--- config.mk ---
export PLATFORM = sky130hd
export DESIGN_NAME = usb_in_endpoint_descriptors
export DESIGN_NICKNAME = d
export VERILOG_FILES = /design/src/verilog/in_ep_desc_pkg.sv /design/src/verilog/usb_in_endpoint_descriptors.sv
export SDC_FILE = /design/constraint.sdc
export NUM_CORES = 1
export LEC_CHECK = 0
export BUFFER_PORTS_ARGS = -buffer_cell sky130_fd_sc_hd__buf_4
export CAP_MARGIN = 25
export CORE_MARGIN = 2
export CORE_UTILIZATION = 30
export DETAILED_ROUTE_END_ITERATION = 8
export SYNTH_ARGS = -nofsm -noshare
export SYNTH_HDL_FRONTEND = slang
export SYNTH_SLANG_ARGS = --single-unit
--- constraint.sdc ---
create_clock -name aclk -period 5.23 [get_ports aclk]
set_input_delay 0.2615 -clock aclk [delete_from_list [all_inputs] [get_ports aclk]]
set_output_delay 0.2615 -clock aclk [all_outputs]
set_load 0.02 [all_outputs]
--- src/verilog/in_ep_desc_pkg.sv ---
package in_ep_desc_pkg;
    // Register indices; byte address is four times the index
    localparam int unsigned    ADDR_W           = 18;
    localparam logic [15:0]    IDX_EP0_IN_CFG   = 16'hFF80;
    localparam logic [15:0]    IDX_EP0_IN_CNT   = 16'hFF81;
    localparam logic [15:0]    IDX_EP0_OUT_CFG  = 16'hFF82;
    localparam logic [15:0]    IDX_EP0_OUT_CNT  = 16'hFF83;
    localparam logic [15:0]    IDX_Y_BASE_GRP   = 16'h0010;
    localparam logic [15:0]    IDX_Y_COUNT_GRP  = 16'h0020;
    localparam logic [15:0]    IDX_SIZE_GRP     = 16'h0030;
    localparam logic [15:0]    IDX_IRQ_STATUS   = 16'h0040;
    localparam logic [15:0]    IDX_IRQ_MASK     = 16'h0041;
    // Field positions of the endpoint-0 registers; only the NAK position is also used by endpoints 1 to 3
    localparam int unsigned    BIT_ENABLE       = 7;
    localparam int unsigned    BIT_TOGGLE       = 5;
    localparam int unsigned    BIT_STALL        = 3;
    localparam int unsigned    BIT_IRQ_EN       = 2;
    localparam int unsigned    BIT_NAK          = 7;
    // Fixed endpoint-0 buffers
    localparam logic [15:0]    EP0_IN_BUF_ADDR  = 16'hFEF8;
    localparam logic [15:0]    EP0_OUT_BUF_ADDR = 16'hFEF0;
    localparam logic [3:0]     EP0_COUNT_MAX    = 4'h8;
    localparam logic [2:0]     BASE_PAD         = 3'h0;
    localparam logic [4:0]     ADDR_EXT         = 5'h00;
    localparam logic [7:0]     COUNT_RESET      = 8'h80;
    localparam logic [1:0]     RESP_OKAY        = 2'h0;
    localparam logic [1:0]     RESP_DECERR      = 2'h3;
endpackage

--- src/verilog/usb_in_endpoint_descriptors.sv ---
// Operation
// Buffer start address is eight stored bits with three zero bits appended.
// Each transaction starts at the programmed base address written by firmware.
// Transaction completion never alters the stored base address.
// Firmware keeps byte counts at 64 or below; larger codes are undefined.
// NAK clear means packet ready; NAK set means empty, host gets NAK.
// Seven-bit read/write buffer size per endpoint; top bit reads zero.
// Four endpoint-0 registers sit at consecutive indices from FF80.
// Endpoint-0 buffers are fixed at FEF8 (input) and FEF0 (output).
// Endpoint-0 fields keep the same bit positions; others reserved.
// Interrupt enable bit 2 gates completion interrupt; resets to zero.
// Stall bit 3 answers STALL; cleared by next setup transaction.
// Read-only bit 5 shows endpoint-0 data toggle; resets to zero.
// Enable bit 7 clear stops buffer manager serving endpoint-0 input.
// Endpoint-0 count is four bits, reset zero, largest valid code eight.
// Reserved bits read zero and ignore writes.
//
// Chosen here: register access over AXI4-Lite.
`timescale 1ns/1ps
module usb_in_endpoint_descriptors
    import in_ep_desc_pkg::*;
(
    input  wire logic                aclk,
    input  wire logic                aresetn,
    input  wire logic [ADDR_W-1:0]   s_axi_awaddr,
    input  wire logic                s_axi_awvalid,
    output logic                     s_axi_awready,
    input  wire logic [31:0]         s_axi_wdata,
    input  wire logic [3:0]          s_axi_wstrb,
    input  wire logic                s_axi_wvalid,
    output logic                     s_axi_wready,
    output logic [1:0]               s_axi_bresp,
    output logic                     s_axi_bvalid,
    input  wire logic                s_axi_bready,
    input  wire logic [ADDR_W-1:0]   s_axi_araddr,
    input  wire logic                s_axi_arvalid,
    output logic                     s_axi_arready,
    output logic [31:0]              s_axi_rdata,
    output logic [1:0]               s_axi_rresp,
    output logic                     s_axi_rvalid,
    input  wire logic                s_axi_rready,
    input  wire logic [1:0]          bm_ep_sel,
    input  wire logic                bm_in_done,
    input  wire logic                setup_received,
    output logic [15:0]              sel_buf_addr,
    output logic [6:0]               sel_byte_count,
    output logic                     sel_nak,
    output logic                     sel_stall,
    output logic                     sel_toggle,
    output logic                     sel_enable,
    output logic [15:0]              ep0_out_buf_addr,
    output logic                     irq
);

    // =========================================================
    // Helpers
    // =========================================================
    function automatic logic [1:0] group_ep(input logic [15:0] idx,
                                            input logic [15:0] grp);
        group_ep = (idx[15:2] == grp[15:2]) ? idx[1:0] : 2'h0;
    endfunction
    function automatic logic [3:0] ep0_count_sat(input logic [3:0] c);
        ep0_count_sat = (c > EP0_COUNT_MAX) ? EP0_COUNT_MAX : c;
    endfunction
    // =========================================================
    // State
    // =========================================================
    logic [7:0]          y_base   [1:3];
    logic [7:0]          y_count  [1:3];
    logic [6:0]          buf_size [1:3];
    logic                ep0_enable;
    logic                ep0_stall;
    logic                ep0_irq_en;
    logic                ep0_toggle;
    logic                ep0_nak;
    logic [3:0]          ep0_count;
    logic                out_enable;
    logic                out_stall;
    logic                out_irq_en;
    logic                out_nak;
    logic [3:0]          out_count;
    logic [3:0]          irq_status;
    logic [3:0]          irq_mask;
    logic                aw_full;
    logic                w_full;
    logic [15:0]         aw_idx;
    logic [7:0]          w_byte;
    logic                w_lane0;
    // =========================================================
    // Write channel decode
    // =========================================================
    wire                 wr_go     = aw_full && w_full && !s_axi_bvalid;
    wire                 wr_en     = wr_go && w_lane0;
    wire [1:0]           wr_base   = group_ep(aw_idx, IDX_Y_BASE_GRP);
    wire [1:0]           wr_ycnt   = group_ep(aw_idx, IDX_Y_COUNT_GRP);
    wire [1:0]           wr_size   = group_ep(aw_idx, IDX_SIZE_GRP);
    wire                 wr_in_cfg = wr_en && aw_idx == IDX_EP0_IN_CFG;
    wire                 wr_in_cnt = wr_en && aw_idx == IDX_EP0_IN_CNT;
    wire                 wr_o_cfg  = wr_en && aw_idx == IDX_EP0_OUT_CFG;
    wire                 wr_o_cnt  = wr_en && aw_idx == IDX_EP0_OUT_CNT;
    wire                 wr_status = wr_en && aw_idx == IDX_IRQ_STATUS;
    wire                 wr_mask   = wr_en && aw_idx == IDX_IRQ_MASK;
    wire                 wr_mapped = aw_idx == IDX_EP0_IN_CFG
                                  || aw_idx == IDX_EP0_IN_CNT
                                  || aw_idx == IDX_EP0_OUT_CFG
                                  || aw_idx == IDX_EP0_OUT_CNT
                                  || aw_idx == IDX_IRQ_STATUS
                                  || aw_idx == IDX_IRQ_MASK
                                  || wr_base != 2'h0
                                  || wr_ycnt != 2'h0
                                  || wr_size != 2'h0;
    assign s_axi_awready = !aw_full && !s_axi_bvalid;
    assign s_axi_wready  = !w_full && !s_axi_bvalid;
    always_ff @(posedge aclk)
    begin
        if (!aresetn)
        begin
            aw_full      <= 1'b0;
            w_full       <= 1'b0;
            aw_idx       <= 16'h0000;
            w_byte       <= 8'h00;
            w_lane0      <= 1'b0;
            s_axi_bvalid <= 1'b0;
            s_axi_bresp  <= RESP_OKAY;
        end
        else
        begin
            if (s_axi_awvalid && s_axi_awready)
            begin
                aw_full <= 1'b1;
                aw_idx  <= s_axi_awaddr[ADDR_W-1:2];
            end
            if (s_axi_wvalid && s_axi_wready)
            begin
                w_full  <= 1'b1;
                w_byte  <= s_axi_wdata[7:0];
                w_lane0 <= s_axi_wstrb[0];
            end
            if (wr_go)
            begin
                aw_full      <= 1'b0;
                w_full       <= 1'b0;
                s_axi_bvalid <= 1'b1;
                s_axi_bresp  <= wr_mapped ? RESP_OKAY : RESP_DECERR;
            end
            else if (s_axi_bready)
            begin
                s_axi_bvalid <= 1'b0;
            end
        end
    end
    // =========================================================
    // Buffer manager events
    // =========================================================
    // Endpoint-0 completions are ignored while its enable is clear
    wire                 ep0_done  = bm_in_done && bm_ep_sel == 2'h0
                                  && ep0_enable;
    wire [3:0]           done_vec  = {bm_in_done && bm_ep_sel == 2'h3,
                                      bm_in_done && bm_ep_sel == 2'h2,
                                      bm_in_done && bm_ep_sel == 2'h1,
                                      ep0_done && ep0_irq_en};
    wire [3:0]           clr_vec   = wr_status ? w_byte[3:0] : 4'h0;
    // Setting by software beats the automatic clear in the same cycle
    wire                 next_stall = wr_in_cfg ? w_byte[BIT_STALL]
                                  : (setup_received ? 1'b0 : ep0_stall);
    wire                 next_ostall = wr_o_cfg ? w_byte[BIT_STALL]
                                  : (setup_received ? 1'b0 : out_stall);
    always_ff @(posedge aclk)
    begin
        if (!aresetn)
        begin
            ep0_enable <= 1'b0;
            ep0_stall  <= 1'b0;
            ep0_irq_en <= 1'b0;
            ep0_toggle <= 1'b0;
            ep0_nak    <= 1'b1;
            ep0_count  <= 4'h0;
            out_enable <= 1'b0;
            out_stall  <= 1'b0;
            out_irq_en <= 1'b0;
            out_nak    <= 1'b1;
            out_count  <= 4'h0;
            irq_status <= 4'h0;
            irq_mask   <= 4'h0;
        end
        else
        begin
            if (wr_in_cfg)
            begin
                ep0_enable <= w_byte[BIT_ENABLE];
                ep0_irq_en <= w_byte[BIT_IRQ_EN];
            end
            ep0_stall <= next_stall;
            if (ep0_done)
                ep0_toggle <= !ep0_toggle;
            if (wr_in_cnt)
                ep0_count <= w_byte[3:0];
            // Completion marks the buffer empty, beating a firmware clear
            if (ep0_done)
                ep0_nak <= 1'b1;
            else if (wr_in_cnt)
                ep0_nak <= w_byte[BIT_NAK];
            if (wr_o_cfg)
            begin
                out_enable <= w_byte[BIT_ENABLE];
                out_irq_en <= w_byte[BIT_IRQ_EN];
            end
            out_stall <= next_ostall;
            if (wr_o_cnt)
            begin
                out_nak   <= w_byte[BIT_NAK];
                out_count <= w_byte[3:0];
            end
            if (wr_mask)
                irq_mask <= w_byte[3:0];
            irq_status <= (irq_status & ~clr_vec) | done_vec;
        end
    end
    // Firmware owns the base address; completion touches only the count
    always_ff @(posedge aclk)
    begin
        if (!aresetn)
        begin
            for (int n = 1; n <= 3; n++)
            begin
                y_base[n]   <= 8'h00;
                y_count[n]  <= COUNT_RESET;
                buf_size[n] <= 7'h00;
            end
        end
        else
        begin
            for (int n = 1; n <= 3; n++)
            begin
                if (wr_en && wr_base == 2'(n))
                    y_base[n] <= w_byte;
                if (bm_in_done && bm_ep_sel == 2'(n))
                    y_count[n][BIT_NAK] <= 1'b1;
                else if (wr_en && wr_ycnt == 2'(n))
                    y_count[n] <= w_byte;
                if (wr_en && wr_size == 2'(n))
                    buf_size[n] <= w_byte[6:0];
            end
        end
    end
    assign irq = |(irq_status & irq_mask);
    // =========================================================
    // Selected endpoint view for the buffer manager
    // =========================================================
    always_ff @(posedge aclk)
    begin
        if (!aresetn)
        begin
            sel_buf_addr   <= EP0_IN_BUF_ADDR;
            sel_byte_count <= 7'h00;
            sel_nak        <= 1'b1;
            sel_stall      <= 1'b0;
            sel_toggle     <= 1'b0;
            sel_enable     <= 1'b0;
        end
        else if (bm_ep_sel == 2'h0)
        begin
            sel_buf_addr   <= EP0_IN_BUF_ADDR;
            sel_byte_count <= {3'h0, ep0_count_sat(ep0_count)};
            sel_nak        <= ep0_nak;
            sel_stall      <= ep0_stall;
            sel_toggle     <= ep0_toggle;
            sel_enable     <= ep0_enable;
        end
        else
        begin
            sel_buf_addr   <= {ADDR_EXT, y_base[bm_ep_sel], BASE_PAD};
            sel_byte_count <= y_count[bm_ep_sel][6:0];
            sel_nak        <= y_count[bm_ep_sel][BIT_NAK];
            sel_stall      <= 1'b0;
            sel_toggle     <= 1'b0;
            sel_enable     <= 1'b1;
        end
    end
    assign ep0_out_buf_addr = EP0_OUT_BUF_ADDR;
    // =========================================================
    // Read channel
    // =========================================================
    wire [15:0]          rd_idx  = s_axi_araddr[ADDR_W-1:2];
    wire [1:0]           rd_base = group_ep(rd_idx, IDX_Y_BASE_GRP);
    wire [1:0]           rd_ycnt = group_ep(rd_idx, IDX_Y_COUNT_GRP);
    wire [1:0]           rd_size = group_ep(rd_idx, IDX_SIZE_GRP);
    // Reserved positions are wired to zero
    wire [7:0]           in_cfg  = {ep0_enable, 1'b0, ep0_toggle, 1'b0,
                                    ep0_stall, ep0_irq_en, 2'h0};
    wire [7:0]           in_cnt  = {ep0_nak, 3'h0, ep0_count};
    wire [7:0]           o_cfg   = {out_enable, 1'b0, 1'b0, 1'b0,
                                    out_stall, out_irq_en, 2'h0};
    wire [7:0]           o_cnt   = {out_nak, 3'h0, out_count};
    wire                 rd_hit  = rd_idx == IDX_EP0_IN_CFG
                                || rd_idx == IDX_EP0_IN_CNT
                                || rd_idx == IDX_EP0_OUT_CFG
                                || rd_idx == IDX_EP0_OUT_CNT
                                || rd_idx == IDX_IRQ_STATUS
                                || rd_idx == IDX_IRQ_MASK
                                || rd_base != 2'h0
                                || rd_ycnt != 2'h0
                                || rd_size != 2'h0;
    wire [7:0]           rd_byte =
        rd_idx == IDX_EP0_IN_CFG  ? in_cfg :
        rd_idx == IDX_EP0_IN_CNT  ? in_cnt :
        rd_idx == IDX_EP0_OUT_CFG ? o_cfg :
        rd_idx == IDX_EP0_OUT_CNT ? o_cnt :
        rd_idx == IDX_IRQ_STATUS  ? {4'h0, irq_status} :
        rd_idx == IDX_IRQ_MASK    ? {4'h0, irq_mask} :
        rd_base != 2'h0           ? y_base[rd_base] :
        rd_ycnt != 2'h0           ? y_count[rd_ycnt] :
        rd_size != 2'h0           ? {1'b0, buf_size[rd_size]} :
                                    8'h00;
    assign s_axi_arready = !s_axi_rvalid;
    always_ff @(posedge aclk)
    begin
        if (!aresetn)
        begin
            s_axi_rvalid <= 1'b0;
            s_axi_rdata  <= 32'h0000_0000;
            s_axi_rresp  <= RESP_OKAY;
        end
        else if (s_axi_arvalid && s_axi_arready)
        begin
            s_axi_rvalid <= 1'b1;
            s_axi_rdata  <= {24'h00_0000, rd_byte};
            s_axi_rresp  <= rd_hit ? RESP_OKAY : RESP_DECERR;
        end
        else if (s_axi_rready)
        begin
            s_axi_rvalid <= 1'b0;
        end
    end
endmodule // usb_in_endpoint_descriptors

==> results.toml <==
[worst_setup_path]
path_max_fanout = 9
cp_data_arrival_time_ps = 2800
worstSetupPathType = "register to register"
ff2ff_path_depth = 6
end_kind = "register"
start_kind = "register"
critPathRequiredTime_ps = 5400

[placement]
gp_congestion = 0.833
postPlaceCellArea_um2 = 8460
hpwl_um = 15100
place_ws_ps = 2380
port_buffers = 93

[grt]
grt_pass1_vias = 5758
grt_max_degree = 67
gr-total-overflow = 0
grt_usage_pct = 16.0
grt_pass1_wl_um = 32600
antenna_found_initial = 1

[logic_synthesis]
async_flop_share_pct = 0
syn_area_um2 = 7680
ys_seq_area_share_pct = 48.9
syn_avg_cell_area_um2 = 9.53
synth_cells = 806
synthFlopType = "dfxtp_1"
synth_cell_types = 59
yosysWarnings = 0
synth_edf_count = 69
synth-seq-cells = 153

[cts]
path_clk_slew_ps = 60
cts_hold_buf = 0
clk-insertion-delay-late_ps = 430
cts_sinks = 153
cts-resized-gates = 0
cts_max_level = 4
max-clock-path-buffers = 2
cts_post_setup_buffers_inserted = 0
numCtsBuffers = 17
cts_root_buf = "clkbuf_16"
cts_tree = "built"

[detailed_routing]
route.vias.total = 6033
drt-total-wl_um = 21200
drt-initial-drc-count = 512
vias_per_cell = 4.96
dr.pass1.iters = 5
ant_nets = 0
drc = 0
wire_per_inst_um = 17.4

[pwr]
ir_worst_vdd_mv = 0.223
power_w = 0.00280
p_per_area_nw_per_um2 = 310
power.leakage_nw = 3.42

[sta]
report.final.slew_viol_count = 0
final_hold_viol_count = 0
clock-skew-final_ps = 14.2
fin_tns_setup_ps = 0
fmax_ghz = 0.380
setup_viol = 0
final.min_clock_period_ps = 2630
fin_crit_sh_pct = 50.4
grt_setup_unrepaired = "false"
slew-limit-headroom_pct = 47.7
tightest_slew_ps = 778
setup_ws_ps = 2600
holdWs_ps = 79.9

[cells_and_area]
nets = 956
n_antenna_cell = 0
final_area_um2 = 9030
areaGrowthSynthToFinish_pct = 17.6
n_fill_cell = 2535
layout-drive-gt1-share_pct = 19.3

[die]
die_h_um = 164
coreArea_um2 = 25200
die_area_um2 = 26900
rows = 58
fp.dieW_um = 164
boundaryPins = 168
start_util_pct = 30.5

[min_path]
hold_depth = 3
hold_class = "primary input to register"

[run_status]
status = "completed"

[run]
drv_cap = 0
==> registers in the layout, indices dropped and copies added (netlist names), 4 cells and up <==
signal and cells:
s_axi_rdata 8, w_byte 8, buf_size 21, y_base 24, out_count 4, y_count 24
irq_status 4, ep0_count 4, sel_byte_count 7, aw_idx 16, irq_mask 4, sel_buf_addr 9
==> cells in the final DEF (no fill, tap or decap), drive strengths merged, types with 21 or more instances in the layout <==
| master | count |
|---|---|
| a21oi | 60 |
| conb | 43 |
| nand2 | 99 |
| buf | 103 |
| nor2 | 58 |
| o21ai | 34 |
| clkbuf | 21 |
| mux2i | 43 |
| and2 | 73 |
| edfxtp | 69 |
| dfxtp | 84 |
==> cells by family after synthesis <==
kind of cell	synth area share, %
AND/OR/NAND/NOR	22.8
AO/OA/AOI/OAI	11.7
multiplexers	8.68
XOR/XNOR	0.114
other	0.0978
buffers and inverters	7.70
flip-flops	48.9
==> metal layers <==
metal | up-vias | track usage, % | routed length, µm
met1 | 2886 | 22.0 | 9700
met2 | 217 | 25.2 | 9650
li1 | 2902 | - | -
met5 | - | 0 | 0
met3 | 28 | 2.42 | 1400
met4 | 0 | 6.50 | 455
==> layout make-up <==
| type | instances | area (µm²) | area share [%] |
|---|---|---|---|
| clock buffer | 19 | 433 | 4.79 |
| clock inverter | 13 | 120 | 1.33 |
| inverter | 10 | 37.5 | 0.416 |
| multi-input combinational | 586 | 3490 | 38.6 |
| sequential | 153 | 3750 | 41.6 |
| tap | 330 | 413 | 4.57 |
| timing repair buffer | 105 | 783 | 8.67 |
==> through the flow <==
step	cells	util, %
4_1_cts	1214	35.8
3_3_place_gp	1181	33.6
2_1_floorplan	847	-
5_1_grt	1216	35.9
6_report	1216	35.9
3_5_place_dp	1182	33.6
==> where the power goes <==
part | leakage, nW | total [W] | switching [W] | internal, W
Clock | 0.268 | 0.00117 | 0.000510 | 0.000660
Combinational | 1.76 | 0.000289 | 0.000185 | 0.000104
Sequential | 1.39 | 0.00134 | 0.0000473 | 0.00129
==> cells in the mapped netlist (5+ instances only) <==
master,n,area share [%]
o221ai_1,5,0.57
mux2_2,15,2.2
nand2_1,99,4.8
buf_4,49,4.8
a21oi_1,60,3.9
nand3_1,12,0.78
nand4b_1,5,0.57
nor2_1,57,2.8
buf_1,7,0.34
o31ai_1,9,0.88
nand2b_1,15,1.2
clkbuf_1,40,2.0
nand4_1,5,0.41
dfxtp_1,84,22
and2_1,73,5.9
nor4_1,9,0.73
a22oi_1,9,0.88
a211oi_1,7,0.68
nor3_1,11,0.72
inv_1,10,0.49
or2_2,6,0.49
or3_1,9,0.73
o21ai_0,33,2.2
mux2i_1,43,5.6
edfxtp_1,69,27
==> path summary, 6_finish.rpt <==
path              startpoint  slack [ps]        endpoint
max             s_axi_bvalid        2600   y_count[3][7]
min          s_axi_awaddr[4]          80       aw_idx[2]
max reg2reg     s_axi_bvalid        2600   y_count[3][7]
min reg2reg   s_axi_rdata[6]         460  s_axi_rdata[6]
==> worst max-delay path, stage by stage, from the launching register on <==
cell	delay (ps)
dfxtp_1	360
and3b_1	380
nand3_1	190
or3_1	560
or2_1	380
nor3_2	410
nand2b_1	90
(Power assumes the default switching activity.)
